$ cat src/hw/lffm_map.svh
// Purpose: offsets, field positions, reset values and timing counts
// Assumes: 100 MHz pclk
// Notes: included by the fault manager and its package users
`ifndef LFFM_MAP_SVH
`define LFFM_MAP_SVH
`define LFFM_NCH 16
`define LFFM_CLK_MHZ 100
`define LFFM_PULSE_US 50
`define LFFM_PULSE_CYC (`LFFM_PULSE_US * `LFFM_CLK_MHZ)
`define LFFM_WD_TICK_CYC 1000
// register byte addresses
`define LFFM_CTRL_ADDR 12'h000
`define LFFM_CHEN_ADDR 12'h004
`define LFFM_STAT_ADDR 12'h008
`define LFFM_OPEN_ADDR 12'h00c
`define LFFM_SHORT_ADDR 12'h010
`define LFFM_SLS_ADDR 12'h014
`define LFFM_CLR_ADDR 12'h018
`define LFFM_OUT_ADDR 12'h01c
// ctrl fields
`define LFFM_CTRL_MOPEN 0
`define LFFM_CTRL_MSHORT 1
`define LFFM_CTRL_MSLS 2
`define LFFM_CTRL_MSUPUV 3
`define LFFM_CTRL_MREF 4
`define LFFM_CTRL_MTSD 5
`define LFFM_CTRL_MCRC 6
`define LFFM_CTRL_SINGLE_SHORT_DETECT_EN 7
`define LFFM_CTRL_ALL_OFF_ON_FAULT 8
`define LFFM_CTRL_WD_LSB 12
`define LFFM_CTRL_LST_LSB 16
`define LFFM_CTRL_RESET 32'h0000_0000
// status fields
`define LFFM_ST_POR 0
`define LFFM_ST_ERR 1
`define LFFM_ST_OUT 2
`define LFFM_ST_LOWSUP 3
`define LFFM_ST_SUPUV 4
`define LFFM_ST_REF 5
`define LFFM_ST_TSD 6
`define LFFM_ST_CRC 7
`define LFFM_ST_FS 8
`define LFFM_ST_STATE_LSB 12
// clear fields
`define LFFM_CLR_POR 0
`define LFFM_CLR_FAULT 1
`define LFFM_CLR_FS 2
`define LFFM_LST_MIN_V 4
`endif

$ cat src/hw/lffm_pkg.sv
// Purpose: types for the led fault flag manager
// Assumes: nothing
// Notes: constants live in lffm_map.svh
package lffm_pkg;
  typedef enum logic [1:0]
  {
    LFFM_POR = 2'b00,
    LFFM_START = 2'b01,
    LFFM_NORMAL = 2'b10,
    LFFM_FAILSAFE = 2'b11
  } lffm_state_t;
endpackage

$ cat src/hw/lffm_fault_mgr.sv
// Purpose: fault flags, masks, fault pin and output gating
// Assumes: detector inputs are synchronous levels from analog front end
// Notes: registers on apb, zero wait states
`include "lffm_map.svh"

// Overview of operation
// - masked open fault sets only the channel open flag, no pin
// - unmasked open fault sets channel, output, error flags, 50 us pulse
// - short flag always; unmasked also summaries and 50 us pulse
// - single-short flag always; unmasked also summaries and pulse
// - rail lockout gives power-on state, flags, constant pin low
// - normal undervoltage: outputs off, flag, maskable constant pin
// - normal reference fault: outputs kept, flag, maskable pin
// - normal overtemp: outputs off, flag latched, maskable pin
// - open and short evaluated only with channel and diag enable
// - single-short also needs global single-short enable
// - checksum mismatch sets checksum flag; unmasked also error flag and pulse
// - watchdog overflow enters fail-safe, flag; host exits by write
// - fail-safe with all-off set: any led fault on a channel- and diag-enabled channel kills all outputs
// - fail-safe with all-off clear: only faulty channel off
// - flags stay readable in fail-safe
// - power flag clear clears power and error flags, self clears
// - fail-safe low supply latches flags, cleared by fault clear
// - low supply suppresses open and single-short detection
// - low-supply threshold 4 V to 35 V in 1 V steps
// - fail-safe undervoltage: pin low, outputs off, auto recovery
// - fail-safe reference fault: outputs off, pin low, flags
// - watchdog period zero disables the watchdog
// - valid addressed frame restarts the watchdog
module lffm_fault_mgr
(
  input wire logic pclk,
  input wire logic presetn,
  input wire logic psel,
  input wire logic penable,
  input wire logic pwrite,
  input wire logic [11:0] paddr,
  input wire logic [31:0] pwdata,
  output logic [31:0] prdata,
  output logic pready,
  output logic pslverr,
  input wire logic rails_good,
  input wire logic supply_under,
  input wire logic ref_fault,
  input wire logic overtemp,
  input wire logic [15:0] open_det,
  input wire logic [15:0] short_det,
  input wire logic [15:0] single_short_det,
  input wire logic [5:0] supply_volts,
  input wire logic crc_check_done,
  input wire logic [7:0] nvm_checksum_computed,
  input wire logic [7:0] nvm_checksum_stored,
  input wire logic frame_ok,
  output logic [15:0] chan_out_on,
  input wire logic fault_pin_in,
  output logic fault_pin_out,
  output logic fault_pin_oe
);
  // ----------------------------------------
  // registers
  // ----------------------------------------
  lffm_pkg::lffm_state_t state_reg, state_next;
  logic [31:0] ctrl_reg;
  logic [15:0] chan_enable_reg, chan_diag_enable_reg;
  logic [15:0] chan_open_flag, chan_short_flag, chan_single_short_flag;
  logic power_flag, err_flag, out_flag, low_supply_flag, supply_under_flag;
  logic ref_flag, overtemp_flag, nvm_checksum_flag, failsafe_flag;
  logic [12:0] pulse_cnt_reg;
  logic [9:0] wd_tick_reg;
  logic [3:0] wd_cnt_reg;
  logic [15:0] chan_off_reg;

  // ----------------------------------------
  // decode
  // ----------------------------------------
  wire wr = psel && penable && pwrite;
  wire rd_ok = (paddr[11:5] == 7'h00) && (paddr[1:0] == 2'b00);
  wire wr_ctrl = wr && paddr == `LFFM_CTRL_ADDR;
  wire wr_chen = wr && paddr == `LFFM_CHEN_ADDR;
  wire wr_clr = wr && paddr == `LFFM_CLR_ADDR;
  // clear bits are strobes: nothing is stored, so they read back as 0
  wire clr_por = wr_clr && pwdata[`LFFM_CLR_POR];
  wire clr_fault = wr_clr && pwdata[`LFFM_CLR_FAULT];
  wire clr_fs = wr_clr && pwdata[`LFFM_CLR_FS];
  wire is_normal = state_reg == lffm_pkg::LFFM_NORMAL;
  wire is_fs = state_reg == lffm_pkg::LFFM_FAILSAFE;
  wire running = is_normal || is_fs;
  wire m_open = ctrl_reg[`LFFM_CTRL_MOPEN];
  wire m_short = ctrl_reg[`LFFM_CTRL_MSHORT];
  wire m_sls = ctrl_reg[`LFFM_CTRL_MSLS];
  wire m_uv = ctrl_reg[`LFFM_CTRL_MSUPUV];
  wire m_ref = ctrl_reg[`LFFM_CTRL_MREF];
  wire m_tsd = ctrl_reg[`LFFM_CTRL_MTSD];
  wire m_crc = ctrl_reg[`LFFM_CTRL_MCRC];
  wire all_off_on_fault = ctrl_reg[`LFFM_CTRL_ALL_OFF_ON_FAULT];
  wire [3:0] wd_period = ctrl_reg[`LFFM_CTRL_WD_LSB +: 4];
  wire [4:0] lst_field = ctrl_reg[`LFFM_CTRL_LST_LSB +: 5];

  // field 0..31 is 4 V..35 V in 1 V steps
  function automatic logic [5:0] lst_volts(input logic [4:0] f);
    lst_volts = 6'(f) + 6'(`LFFM_LST_MIN_V);
  endfunction

  wire low_supply = supply_volts < lst_volts(lst_field);
  wire [15:0] diag_ok = chan_enable_reg & chan_diag_enable_reg;
  wire [15:0] open_ev = running && !low_supply ?
    open_det & diag_ok : 16'h0000;
  wire [15:0] short_ev = running ? short_det & diag_ok : 16'h0000;
  wire [15:0] sls_ev = running && !low_supply &&
    ctrl_reg[`LFFM_CTRL_SINGLE_SHORT_DETECT_EN] ? single_short_det & diag_ok : 16'h0000;
  wire crc_ev = running && crc_check_done &&
    nvm_checksum_computed != nvm_checksum_stored;
  wire open_rep = |open_ev && !m_open;
  wire short_rep = |short_ev && !m_short;
  wire sls_rep = |sls_ev && !m_sls;
  wire out_rep = open_rep || short_rep || sls_rep;
  wire pulse_req = out_rep || (crc_ev && !m_crc);
  wire uv_on = running && supply_under;
  wire ref_on = running && ref_fault;
  wire tsd_on = running && overtemp;
  wire lowsup_set = is_fs && low_supply;
  // fail-safe ignores masks: pin held for every active undervoltage, reference or overtemp level
  wire const_req = !rails_good || state_reg == lffm_pkg::LFFM_POR ||
    (uv_on && (is_fs || !m_uv)) || (ref_on && (is_fs || !m_ref)) ||
    (tsd_on && (is_fs || !m_tsd));
  wire err_set = (uv_on && !m_uv) || (ref_on && !m_ref) ||
    (tsd_on && !m_tsd) || pulse_req || lowsup_set ||
    (uv_on && is_fs) || (ref_on && is_fs);
  wire wd_tick = wd_tick_reg == 10'(`LFFM_WD_TICK_CYC - 1);
  wire wd_over = is_normal && wd_period != 4'h0 &&
    wd_cnt_reg == wd_period && wd_tick;
  wire [15:0] led_fault = open_det | short_det | single_short_det;
  wire [15:0] fs_kill = all_off_on_fault ? {16{|(led_fault & diag_ok)}} :
    led_fault & diag_ok;
  wire all_off = uv_on || tsd_on || (ref_on && is_fs);

  // ----------------------------------------
  // state machine
  // ----------------------------------------
  always_comb
  begin
    state_next = state_reg;
    unique case (state_reg)
      lffm_pkg::LFFM_POR: if (rails_good) state_next = lffm_pkg::LFFM_START;
      lffm_pkg::LFFM_START: state_next = lffm_pkg::LFFM_NORMAL;
      lffm_pkg::LFFM_NORMAL: if (wd_over) state_next = lffm_pkg::LFFM_FAILSAFE;
      lffm_pkg::LFFM_FAILSAFE: if (clr_fs) state_next = lffm_pkg::LFFM_NORMAL;
    endcase
    if (!rails_good)
      state_next = lffm_pkg::LFFM_POR;
  end

  always_ff @(posedge pclk or negedge presetn)
  begin
    if (!presetn)
      state_reg <= lffm_pkg::LFFM_POR;
    else
      state_reg <= state_next;
  end

  // ----------------------------------------
  // config registers
  // ----------------------------------------
  always_ff @(posedge pclk or negedge presetn)
  begin
    if (!presetn)
    begin
      ctrl_reg <= `LFFM_CTRL_RESET;
      chan_enable_reg <= 16'h0000;
      chan_diag_enable_reg <= 16'h0000;
    end
    else if (wr_ctrl)
      ctrl_reg <= pwdata;
    else if (wr_chen)
    begin
      chan_enable_reg <= pwdata[15:0];
      chan_diag_enable_reg <= pwdata[31:16];
    end
  end

  // ----------------------------------------
  // flags: set wins over clear
  // ----------------------------------------
  always_ff @(posedge pclk or negedge presetn)
  begin
    if (!presetn)
    begin
      chan_open_flag <= 16'h0000;
      chan_short_flag <= 16'h0000;
      chan_single_short_flag <= 16'h0000;
      {out_flag, low_supply_flag, supply_under_flag} <= 3'b000;
      {ref_flag, overtemp_flag, nvm_checksum_flag} <= 3'b000;
      power_flag <= 1'b1;
      err_flag <= 1'b1;
      failsafe_flag <= 1'b0;
    end
    else
    begin
      chan_open_flag <= (clr_fault ? 16'h0000 : chan_open_flag) | open_ev;
      chan_short_flag <= (clr_fault ? 16'h0000 : chan_short_flag) | short_ev;
      chan_single_short_flag <= (clr_fault ? 16'h0000 :
        chan_single_short_flag) | sls_ev;
      out_flag <= (out_flag && !clr_fault) || out_rep;
      low_supply_flag <= (low_supply_flag && !clr_fault) || lowsup_set;
      supply_under_flag <= (supply_under_flag && !clr_fault) || uv_on;
      ref_flag <= (ref_flag && !clr_fault) || ref_on;
      overtemp_flag <= (overtemp_flag && !clr_fault) || tsd_on;
      nvm_checksum_flag <= (nvm_checksum_flag && !clr_fault) || crc_ev;
      power_flag <= (power_flag && !clr_por) || !rails_good;
      err_flag <= (err_flag && !clr_por && !clr_fault) || err_set ||
        !rails_good;
      failsafe_flag <= (failsafe_flag && !clr_fs) || wd_over;
    end
  end

  // ----------------------------------------
  // watchdog
  // ----------------------------------------
  always_ff @(posedge pclk or negedge presetn)
  begin
    if (!presetn)
    begin
      wd_tick_reg <= 10'h000;
      wd_cnt_reg <= 4'h0;
    end
    else if (frame_ok || !is_normal || wd_period == 4'h0)
    begin
      wd_tick_reg <= 10'h000;
      wd_cnt_reg <= 4'h0;
    end
    else
    begin
      wd_tick_reg <= wd_tick ? 10'h000 : wd_tick_reg + 10'h001;
      if (wd_tick && wd_cnt_reg != wd_period)
        wd_cnt_reg <= wd_cnt_reg + 4'h1;
    end
  end

  // ----------------------------------------
  // fault pin and outputs
  // ----------------------------------------
  // a new pulse request restarts the pulse; constant hold masks it
  always_ff @(posedge pclk or negedge presetn)
  begin
    if (!presetn)
      pulse_cnt_reg <= 13'h0000;
    else if (pulse_req)
      pulse_cnt_reg <= 13'(`LFFM_PULSE_CYC);
    else if (pulse_cnt_reg != 13'h0000)
      pulse_cnt_reg <= pulse_cnt_reg - 13'h0001;
  end

  always_ff @(posedge pclk or negedge presetn)
  begin
    if (!presetn)
      chan_off_reg <= 16'hffff;
    else if (!running || all_off)
      chan_off_reg <= 16'hffff;
    else if (is_fs)
      chan_off_reg <= fs_kill;
    else
      chan_off_reg <= 16'h0000;
  end

  assign chan_out_on = chan_enable_reg & ~chan_off_reg;
  // open drain: output level is always low, enable asserts the sink
  assign fault_pin_out = 1'b0;
  assign fault_pin_oe = const_req || pulse_cnt_reg != 13'h0000;

  // ----------------------------------------
  // apb read
  // ----------------------------------------
  // spare bits read 0; state sits at bits 13:12
  wire [31:0] stat_word = {18'h0000, state_reg, 3'b000, failsafe_flag,
    nvm_checksum_flag, overtemp_flag, ref_flag, supply_under_flag,
    low_supply_flag, out_flag, err_flag, power_flag};
  always_comb
  begin
    unique case (paddr)
      `LFFM_CTRL_ADDR: prdata = ctrl_reg;
      `LFFM_CHEN_ADDR: prdata = {chan_diag_enable_reg, chan_enable_reg};
      `LFFM_STAT_ADDR: prdata = stat_word;
      `LFFM_OPEN_ADDR: prdata = {16'h0000, chan_open_flag};
      `LFFM_SHORT_ADDR: prdata = {16'h0000, chan_short_flag};
      `LFFM_SLS_ADDR: prdata = {16'h0000, chan_single_short_flag};
      `LFFM_OUT_ADDR: prdata = {15'h0000, fault_pin_in, chan_out_on};
      default: prdata = 32'h0000_0000;
    endcase
  end
  assign pready = 1'b1;
  assign pslverr = psel && penable && !rd_ok;

  // ----------------------------------------
  // checks
  // ----------------------------------------
  masked_open_a: assert property (@(posedge pclk) disable iff (!presetn)
    (|open_ev && m_open && !short_rep && !sls_rep && !out_flag)
    |=> !out_flag) else $error("masked open set summary");
  open_pulse_a: assert property (@(posedge pclk) disable iff (!presetn)
    open_rep |=> fault_pin_oe [*8]) else $error("no open pulse");
  short_flag_a: assert property (@(posedge pclk) disable iff (!presetn)
    short_ev[0] |=> chan_short_flag[0]) else $error("short lost");
  por_pin_a: assert property (@(posedge pclk) disable iff (!presetn)
    !rails_good |-> fault_pin_oe ##1 state_reg == lffm_pkg::LFFM_POR)
    else $error("lockout not handled");
  uv_off_a: assert property (@(posedge pclk) disable iff (!presetn)
    uv_on |=> chan_out_on == 16'h0000) else $error("uv outputs on");
  tsd_latch_a: assert property (@(posedge pclk) disable iff (!presetn)
    tsd_on ##1 !clr_fault |=> overtemp_flag) else $error("tsd");
  wd_fs_a: assert property (@(posedge pclk) disable iff (!presetn)
    wd_over && rails_good |=> failsafe_flag && is_fs)
    else $error("wd no fs");
  wd_off_a: assert property (@(posedge pclk) disable iff (!presetn)
    (is_normal && wd_period == 4'h0) |=> !is_fs) else $error("wd");
  pin_prio_a: assert property (@(posedge pclk) disable iff (!presetn)
    const_req |-> fault_pin_oe) else $error("constant lost");
  low_sup_a: assert property (@(posedge pclk) disable iff (!presetn)
    low_supply |-> open_ev == 16'h0000 && sls_ev == 16'h0000)
    else $error("low supply detect");

  // ----------------------------------------
  // checks: flags, clears and fail-safe
  // ----------------------------------------
  sls_flag_a: assert property
    (@(posedge pclk) disable iff (!presetn)
    sls_ev[0] |=> chan_single_short_flag[0]) else $error("sls lost");
  sls_enable_a: assert property
    (@(posedge pclk) disable iff (!presetn) !ctrl_reg[`LFFM_CTRL_SINGLE_SHORT_DETECT_EN] &&
    !clr_fault |=> $stable(chan_single_short_flag)) else $error("sls on");
  crc_flag_a: assert property
    (@(posedge pclk) disable iff (!presetn) crc_ev && !m_crc |=>
    nvm_checksum_flag && err_flag && fault_pin_oe) else $error("crc");
  fs_all_off_a: assert property
    (@(posedge pclk) disable iff (!presetn) is_fs && all_off_on_fault &&
    |(led_fault & diag_ok) |=> chan_out_on == 16'h0000) else $error("all_off_on_fault");
  fs_one_off_a: assert property
    (@(posedge pclk) disable iff (!presetn) is_fs && !all_off_on_fault && !all_off |=>
    (chan_off_reg & ~$past(led_fault)) == 16'h0000) else $error("healthy");
  por_flags_a: assert property
    (@(posedge pclk) disable iff (!presetn)
    !rails_good |=> power_flag && err_flag) else $error("por flags");
  clr_por_a: assert property
    (@(posedge pclk) disable iff (!presetn) clr_por && rails_good &&
    !err_set |=> !power_flag && !err_flag) else $error("clear power");
  lowsup_latch_a: assert property
    (@(posedge pclk) disable iff (!presetn)
    lowsup_set |=> low_supply_flag && err_flag) else $error("low supply");
  fs_hold_a: assert property
    (@(posedge pclk) disable iff (!presetn) is_fs && (uv_on || ref_on) |->
    fault_pin_oe ##1 chan_out_on == 16'h0000) else $error("fs hold");
  wd_restart_a: assert property
    (@(posedge pclk) disable iff (!presetn) frame_ok |=>
    wd_tick_reg == 10'h000 && wd_cnt_reg == 4'h0) else $error("wd restart");
  uv_pin_a: assert property
    (@(posedge pclk) disable iff (!presetn)
    uv_on && is_normal && !m_uv |-> fault_pin_oe) else $error("uv pin");
  ref_keep_a: assert property
    (@(posedge pclk) disable iff (!presetn) ref_on && is_normal && !uv_on &&
    !tsd_on |=> ref_flag && chan_off_reg == 16'h0000) else $error("ref");

  // ----------------------------------------
  // cover points
  // ----------------------------------------
  enter_fs_c: cover property (@(posedge pclk) disable iff (!presetn) wd_over);
  exit_fs_c: cover property (@(posedge pclk) disable iff (!presetn)
    is_fs && clr_fs);
  pulse_c: cover property (@(posedge pclk) disable iff (!presetn)
    pulse_req ##1 !const_req);
  fs_kill_c: cover property (@(posedge pclk) disable iff (!presetn)
    is_fs && |fs_kill);
  restart_c: cover property (@(posedge pclk) disable iff (!presetn)
    state_reg == lffm_pkg::LFFM_POR ##1 state_reg == lffm_pkg::LFFM_START);
endmodule

$ cat config.mk
export PLATFORM = sky130hd
export DESIGN_NAME = lffm_fault_mgr
export DESIGN_NICKNAME = d
export VERILOG_FILES = /design/src/hw/lffm_pkg.sv /design/src/hw/lffm_fault_mgr.sv
export VERILOG_INCLUDE_DIRS = /design/src /design/src/hw
export SDC_FILE = /design/constraint.sdc
export NUM_CORES = 1
export LEC_CHECK = 0
export BUFFER_PORTS_ARGS = -buffer_cell sky130_fd_sc_hd__buf_4
export CORE_MARGIN = 2
export CORE_UTILIZATION = 35
export DETAILED_ROUTE_END_ITERATION = 16
export HOLD_SLACK_MARGIN = 0.02
export SLEW_MARGIN = 15
export SYNTH_ARGS = -nofsm -noshare
export SYNTH_HDL_FRONTEND = slang
export SYNTH_SLANG_ARGS = --single-unit
$ cat constraint.sdc
create_clock -name pclk -period 3.4 [get_ports pclk]
set_input_delay 0.17 -clock pclk [delete_from_list [all_inputs] [get_ports pclk]]
set_output_delay 0.17 -clock pclk [all_outputs]
set_load 0.03 [all_outputs]
# --- Word-level counts from Yosys, hierarchy flattened ---
# Index checks and enable logic that the tools add are counted.
word_totals:
  reg_bits: 166
  latchBits: 0
  ram_bits: 0
  romBits: 0
  inputBits: 126
  output_inout_bits: 52
  elab_cells: 181
  mem_count: 0
classes:
  add_sub_neg: 4
  mul: 0
  n_div: 0
  order_cmp: 1
  n_eq_ne: 16
  shift: 0
  n_mux: 20
  bitwise: 13
  reduce_logical: 107
op_table:
  columns: ["op", "count"]
  rows:
  - ["32-bit case mux with 7 select lines", 1]
  - ["16-bit 2-to-1 mux", 9]
  - ["16-bit bitwise AND", 6]
  - ["16-bit OR", 5]
  - ["16-bit OR reduction", 4]
  - ["12-bit by 5-bit == test with 1-bit output, second input constant", 4]
  - ["1-bit logical AND", 44]
  - ["1-bit logical OR", 33]
  - ["13-bit 2-to-1 mux", 2]
  - ["12-bit by 4-bit == test with 1-bit output, second input constant", 2]
  - ["10-bit 2-to-1 mux", 2]
  - ["16-bit inverter", 1]
  - ["1-bit logical NOT", 15]
  - ["13-bit nonzero test", 1]
  - ["13-bit by 1-bit subtractor with 13-bit output, second input constant", 1]
  - ["12-bit by 3-bit == test with 1-bit output, second input constant", 1]
  - ["12-bit logical NOT", 1]
  - ["10-bit by 1-bit adder with 10-bit output, second input constant", 1]
  - ["10-bit == test, second input constant", 1]
  - ["4-bit 2-to-1 mux", 2]
  - ["8-bit != test", 1]
  - ["2-bit case mux with 4 select lines", 1]
  - ["7-bit logical NOT", 1]
  - ["5-bit by 3-bit adder with 6-bit output, second input constant", 1]
  - ["other kinds (15)", 21]

# --- Depth between registers and ports, before layout ---
depth:
  word_depth: 16
  ltp_mapped: 10
  depth_no_buf: 9

# --- Worst setup path before layout ---
# No wires, ideal clock.
synth_timing:
  kind: "flip-flop to flip-flop"
  startpoint: "register ctrl_reg[18]"
  endpoint: "register pulse_cnt_reg[1]"
  setup_ps: 132
  arrival_time_ps: 2256
  required_ps: 3268
  setup_slack_ps: 1012
  path_stages_with_launch: 10
  n_path_buf: 1
  period_less_slack_ps: 2388
  path_cell_list: "dfrtp_1 -> ha_1 -> xnor2_1 -> ha_1 -> nand4_1 -> o31a_1 -> or4b_4 -> nand4_2 -> buf_6 -> a211oi_2"
synth_between:
  elab_chain_cells: 11
  elab_cells_between_ends: 16
  classes_between: "add/sub (1); order compare (1); mux (3); reduce/logical (11)"
synth_rtl:
  columns: ["element", "line_no", "source"]
  rows:
  - ["start: declaration", "lffm_fault_mgr.sv:63", "logic [31:0] ctrl_reg;"]
  - ["start signal: assignment", "lffm_fault_mgr.sv:168", "ctrl_reg <= `LFFM_CTRL_RESET;"]
  - ["start signal: assignment", "lffm_fault_mgr.sv:173", "ctrl_reg <= pwdata;"]
  - ["5-bit by 3-bit adder with 6-bit output (*)", "lffm_fault_mgr.sv:101", "lst_volts = 6'(f) + 6'(`LFFM_LST_MIN_V);"]
  - ["6-bit < comparator (*)", "lffm_fault_mgr.sv:104", "wire low_supply = supply_volts < lst_volts(lst_field);"]
  - ["1-bit logical NOT (*)", "lffm_fault_mgr.sv:106, lffm_fault_mgr.sv:109", null]
  - ["1-bit logical AND (*)", "lffm_fault_mgr.sv:106, lffm_fault_mgr.sv:109", null]
  - ["16-bit 2-to-1 mux / 1-bit logical AND (equally long branches)", "lffm_fault_mgr.sv:106, lffm_fault_mgr.sv:109", null]
  - ["16-bit OR reduction / 16-bit 2-to-1 mux (equally long branches)", "lffm_fault_mgr.sv:113, lffm_fault_mgr.sv:109", null]
  - ["1-bit logical AND / 16-bit OR reduction (equally long branches)", "lffm_fault_mgr.sv:113, lffm_fault_mgr.sv:115", null]
  - ["1-bit logical OR / 1-bit logical AND (equally long branches)", "lffm_fault_mgr.sv:116, lffm_fault_mgr.sv:115", null]
  - ["1-bit logical OR (*)", "lffm_fault_mgr.sv:116", "wire out_rep = open_rep || short_rep || sls_rep;"]
  - ["1-bit logical OR (*)", "lffm_fault_mgr.sv:117", "wire pulse_req = out_rep || (crc_ev && !m_crc);"]
  - ["13-bit 2-to-1 mux / 2-bit nonzero test (equally long branches)", null, null]
  - ["end signal: assignment", "lffm_fault_mgr.sv:248", "pulse_cnt_reg <= 13'(`LFFM_PULSE_CYC);"]
  - ["end signal: assignment", "lffm_fault_mgr.sv:250", "pulse_cnt_reg <= pulse_cnt_reg - 13'h0001;"]
  - ["end: declaration", "lffm_fault_mgr.sv:68", "logic [12:0] pulse_cnt_reg;"]
# Every way passes the cells marked *; elsewhere a longest branch is shown, timed or not.
# A chain may end at the register's enable or synchronous reset.

# --- Worst setup path after layout ---
layout_timing:
  startpoint: "register ctrl_reg[18]"
  endpoint: "register err_flag"
layout_between:
  elab_chain_cells: 16
  elab_cells_between_ends: 21
  classes_between: "add/sub (1); order compare (1); mux (2); reduce/logical (17)"
layout_rtl:
  columns: ["element", "line_no", "source"]
  rows:
  - ["5-bit by 3-bit adder with 6-bit output (*)", "lffm_fault_mgr.sv:101", null]
  - ["6-bit < comparator (*)", "lffm_fault_mgr.sv:104", null]
  - ["1-bit logical NOT", "lffm_fault_mgr.sv:106, lffm_fault_mgr.sv:109", null]
  - ["1-bit logical AND", "lffm_fault_mgr.sv:106, lffm_fault_mgr.sv:109", null]
  - ["16-bit 2-to-1 mux / 1-bit logical AND (equally long branches)", "lffm_fault_mgr.sv:106, lffm_fault_mgr.sv:109", null]
  - ["16-bit OR reduction / 16-bit 2-to-1 mux (equally long branches)", "lffm_fault_mgr.sv:113, lffm_fault_mgr.sv:109", null]
  - ["1-bit logical AND / 16-bit OR reduction (equally long branches)", "lffm_fault_mgr.sv:113, lffm_fault_mgr.sv:115", null]
  - ["1-bit logical OR / 1-bit logical AND (equally long branches)", "lffm_fault_mgr.sv:116, lffm_fault_mgr.sv:115", null]
  - ["1-bit logical OR", "lffm_fault_mgr.sv:116", null]
  - ["1-bit logical OR", "lffm_fault_mgr.sv:117", null]
  - ["1-bit logical OR", "lffm_fault_mgr.sv:127", "(tsd_on && !m_tsd) || pulse_req || lowsup_set ||"]
  - ["1-bit logical OR (*) (2 in a row)", "lffm_fault_mgr.sv:127", null]
  - ["1-bit logical OR (*)", "lffm_fault_mgr.sv:128", "(uv_on && is_fs) || (ref_on && is_fs);"]
  - ["1-bit logical OR (*) (2 in a row)", "lffm_fault_mgr.sv:210", "err_flag <= (err_flag && !clr_por && !clr_fault) || err_set ||"]
  - ["end signal: assignment", "lffm_fault_mgr.sv:210", null]
  - ["end: declaration", "lffm_fault_mgr.sv:66", "logic power_flag, err_flag, out_flag, low_supply_flag, supply_under_flag;"]
# Marks and branches as above.

==> reports/results.txt <==
Outcome - complete, no violations
WL per Instance - 20.3 um
P&R area growth vs syn - 32.5%
DR pass1 iterations - 6
Kind of critical path - flop to flop
FF-to-FF path depth - 9
Clock Tree Buf Depth - 2
CP Capture Point - err_flag
Register bit total from synthesis - 166
Max-slew violations - 0
Core ar. - 23400 um^2
Gr usage total - 0.226
Post-synth top area share - 0.444
Ys flop type - dfrtp_1
Int Pwr - 3.63 mW
Vias - 7278
Reg clk slew, reported paths - 0.07 ns
Post-Synth Simple-Gate Area - 0.195
Fraction of layout cells with a size suffix above 1 - 0.272
Die height - 158 um
Compound-cell area share of the yosys netlist - 0.128
Clk root buf - clkbuf_16
Placer Congestion - 0.888
CTS tree - yes
Hold crit path type - input pin to flop
VDD IR max - 0.308 mV
TNS Setup - 0 ns
Clock network fraction of design power - 0.458
Max reg flops - 32
Htree depth - 4
RSZ-0062 raised after global routing - false
Final period util - 0.795
Yosys warns - 0
F_max - 370 MHz
Worst path required time - 3.76 ns
Distinct cells, synth - 60
CTS Buf Count - 17
CP arrival - 3.06 ns
Overflow after GRT - 0
Antenna violations before repair - 0
Seq/Total Area, Yosys - 0.501
Largest net degree at the start of global routing - 80
Switching power - 1.14 mW
Reg-to-reg startpoint - ctrl_reg[18]
Main combinational cell family by area after synthesis - simple AND/OR/NAND/NOR gates
Post-synth EDFFs - 0
Final Hold Fails - 0
Max-cap violations - 0
Reg2reg setup slack - 0.70 ns
Port bufs - 175
Crit path launch type - flop
Post-Synthesis Cell Area - 8330 um^2
Most common library cells after synthesis - 148 x dfrtp_1, 107 x nand2_1, 51 x nand3_1, 51 x nor2_1, 46 x o21ai_0
FF+latch area - 4180 um^2
Mapped Nets - 950
Adder-cell share of the synthesized area - 0.0135
Via/cell ratio - 5.37
CP max stage delay - 0.47 ns
Routed wire length - 27500 um
Largest area contributor in the netlist - dfrtp_1
Top cell by count, worst path - ha_1
Post-DP Area - 10000 um^2
XOR/XNOR Fraction of Synth Area - 0.0347
Design area - 11000 um^2
Multi-input gate area - 3960 um^2
Worst setup EP type - flop
Relative slew slack - 0.368
Die width - 158 um
Leak - 5.04 nW
Sw Share - 0.239
Critical-path top delay cell - a2111o_1
Top post-synthesis cells by area - dfrtp_1 44%, dfstp_2 5.7%, mux2_1 5.0%, nand2_1 4.8%, mux2_2 3.6%
Die area - 25100 um^2
First-pass GRT wire length - 42100 um
Max FO, Critical Path - 14
Residual DRC - 0
Crit path cell chain - ha_1, inv_1, ha_1, a21oi_1, o22a_1, o31a_1, or4b_4, nand4_2, a2111o_1
Final setup violation count - 0
Clock skew - 0.0101 ns
CP startpoint - ctrl_reg[18]
Fillers - 2290
Layout Nets - 1159
Initial Util - 0.356
FFs w/ async S/R, synth - 1.00
Combinational power share - 0.101
Reg power frac - 0.441
Mux share of post-synthesis cell area - 0.101
Clk_lat worst skew - 0.43 ns
CTS resizes - 0
Reg2reg end - err_flag
Drt first-iter violations - 584
Period minus WS final - 2.70 ns
Dpl hpwl - 20100 um
CTS sink count - 166
Power, Total - 4.77 mW
N_diodes - 0
Mean Syn Cell Area - 10.2 um^2
I/O pins - 178
Count leader, synth - dfrtp_1
Row Count - 56
Gate Count Post-Synth - 815
Number of global-route vias before repair - 7221
PD cells - 432 nW/um^2
Routed Antenna Nets - 0
Worst-Margin Slew - 0.936 ns
==> through the flow <==
step / util / worst slack (ns) / instances / hold slack [ns]
6_report: 0.472 / 0.698 / 1356 / 0.0373
5_1_grt: 0.472 / 0.452 / 1356 / 0.0309
4_1_cts: 0.472 / 0.691 / 1356 / 0.0225
3_5_place_dp: 0.429 / 0.719 / 1290 / 0.272
3_3_place_gp: 0.429 / 0.753 / 1290 / 0.272
2_1_floorplan: - / 1.01 / 815 / -0.126
==> per-layer routing <==
layer / track usage / share of wire / vias to the layer above
met5: 0 / 0 / -
met1: 0.308 / 0.43 / 3538
li1: - / - / 3379
met3: 0.0419 / 0.075 / 50
met4: 0.0892 / 0.033 / 0
met2: 0.356 / 0.46 / 311
==> cells in the final DEF, fill, tap and decap left out, types with 15 or more instances in the layout <==
cell	synthesis	final
a22o_1	15	15
a22oi_1	20	20
buf_4	2	189
clkbuf_16	0	17
dfrtp_1	148	148
dfstp_2	18	18
dlygate4sd3_1	0	34
mux2_1	37	37
mux2_2	27	27
nand2_1	107	107
nand3_1	51	50
nand4_1	35	35
nor2_1	51	51
nor2b_1	29	29
o21ai_0	46	46
o21ai_1	25	25
xnor2_1	17	17
xor2_1	16	16
==> what timing repair did <==
| item | in CTS | in global routing |
|---|---|---|
| setup endpoints to repair | 0 | 0 |
| hold buffers | 34 | 0 |
| setup buffers | 0 | 0 |
| hold endpoints to repair | 131 | 0 |
==> cell type report <==
class	instances	share of cell area
flip-flops and latches	166	0.378
multi-input cells	602	0.358
repair buffers	226	0.164
clock buffers	21	0.0417
well taps	319	0.0362
clock inverters	11	0.0178
inverters	11	0.00374
==> worst max-delay path, delay by kind of cell, from the launching register on <==
kind / cells / cell delay (ns)
compound gates: 4 / 1.06
fa+ha+maj: 2 / 0.58
simple gates: 2 / 0.52
flops: 1 / 0.42
buf+inv: 1 / 0.04
==> how the worst min path moves through the flow <==
stage | startpoint | endpoint | slack [ns] | depth (start not counted)
4_1_cts | supply_under | supply_under_flag | 0.02 | 3
5_1_grt | pwdata[2] | ctrl_reg[2] | 0.03 | 2
2_1_floorplan | presetn | chan_diag_enable_reg[0] | -0.13 | 0
3_3_place_gp | presetn | chan_diag_enable_reg[11] | 0.27 | 1
3_5_place_dp | presetn | ctrl_reg[27] | 0.27 | 1
6_report | supply_under | supply_under_flag | 0.04 | 3
==> power groups by stage <==
stage | registers [mW] | logic, mW | clock network, mW
5_1_grt | 2.11 | 0.526 | 2.30
2_1_floorplan | 2.12 | 0.211 | 0
4_1_cts | 2.10 | 0.484 | 2.21
6_report | 2.10 | 0.481 | 2.18
3_5_place_dp | 2.14 | 0.451 | 0
3_3_place_gp | 2.14 | 0.443 | 0
==> kinds of logic after synthesis <==
family,count (synthesis)
AO/OA/AOI/OAI,158
XOR/XNOR,33
adder cells (fa/ha/maj),9
buffers and inverters,47
flip-flops,166
multiplexers,76
other,2
AND/OR/NAND/NOR,324
(Power assumes the default switching activity.)
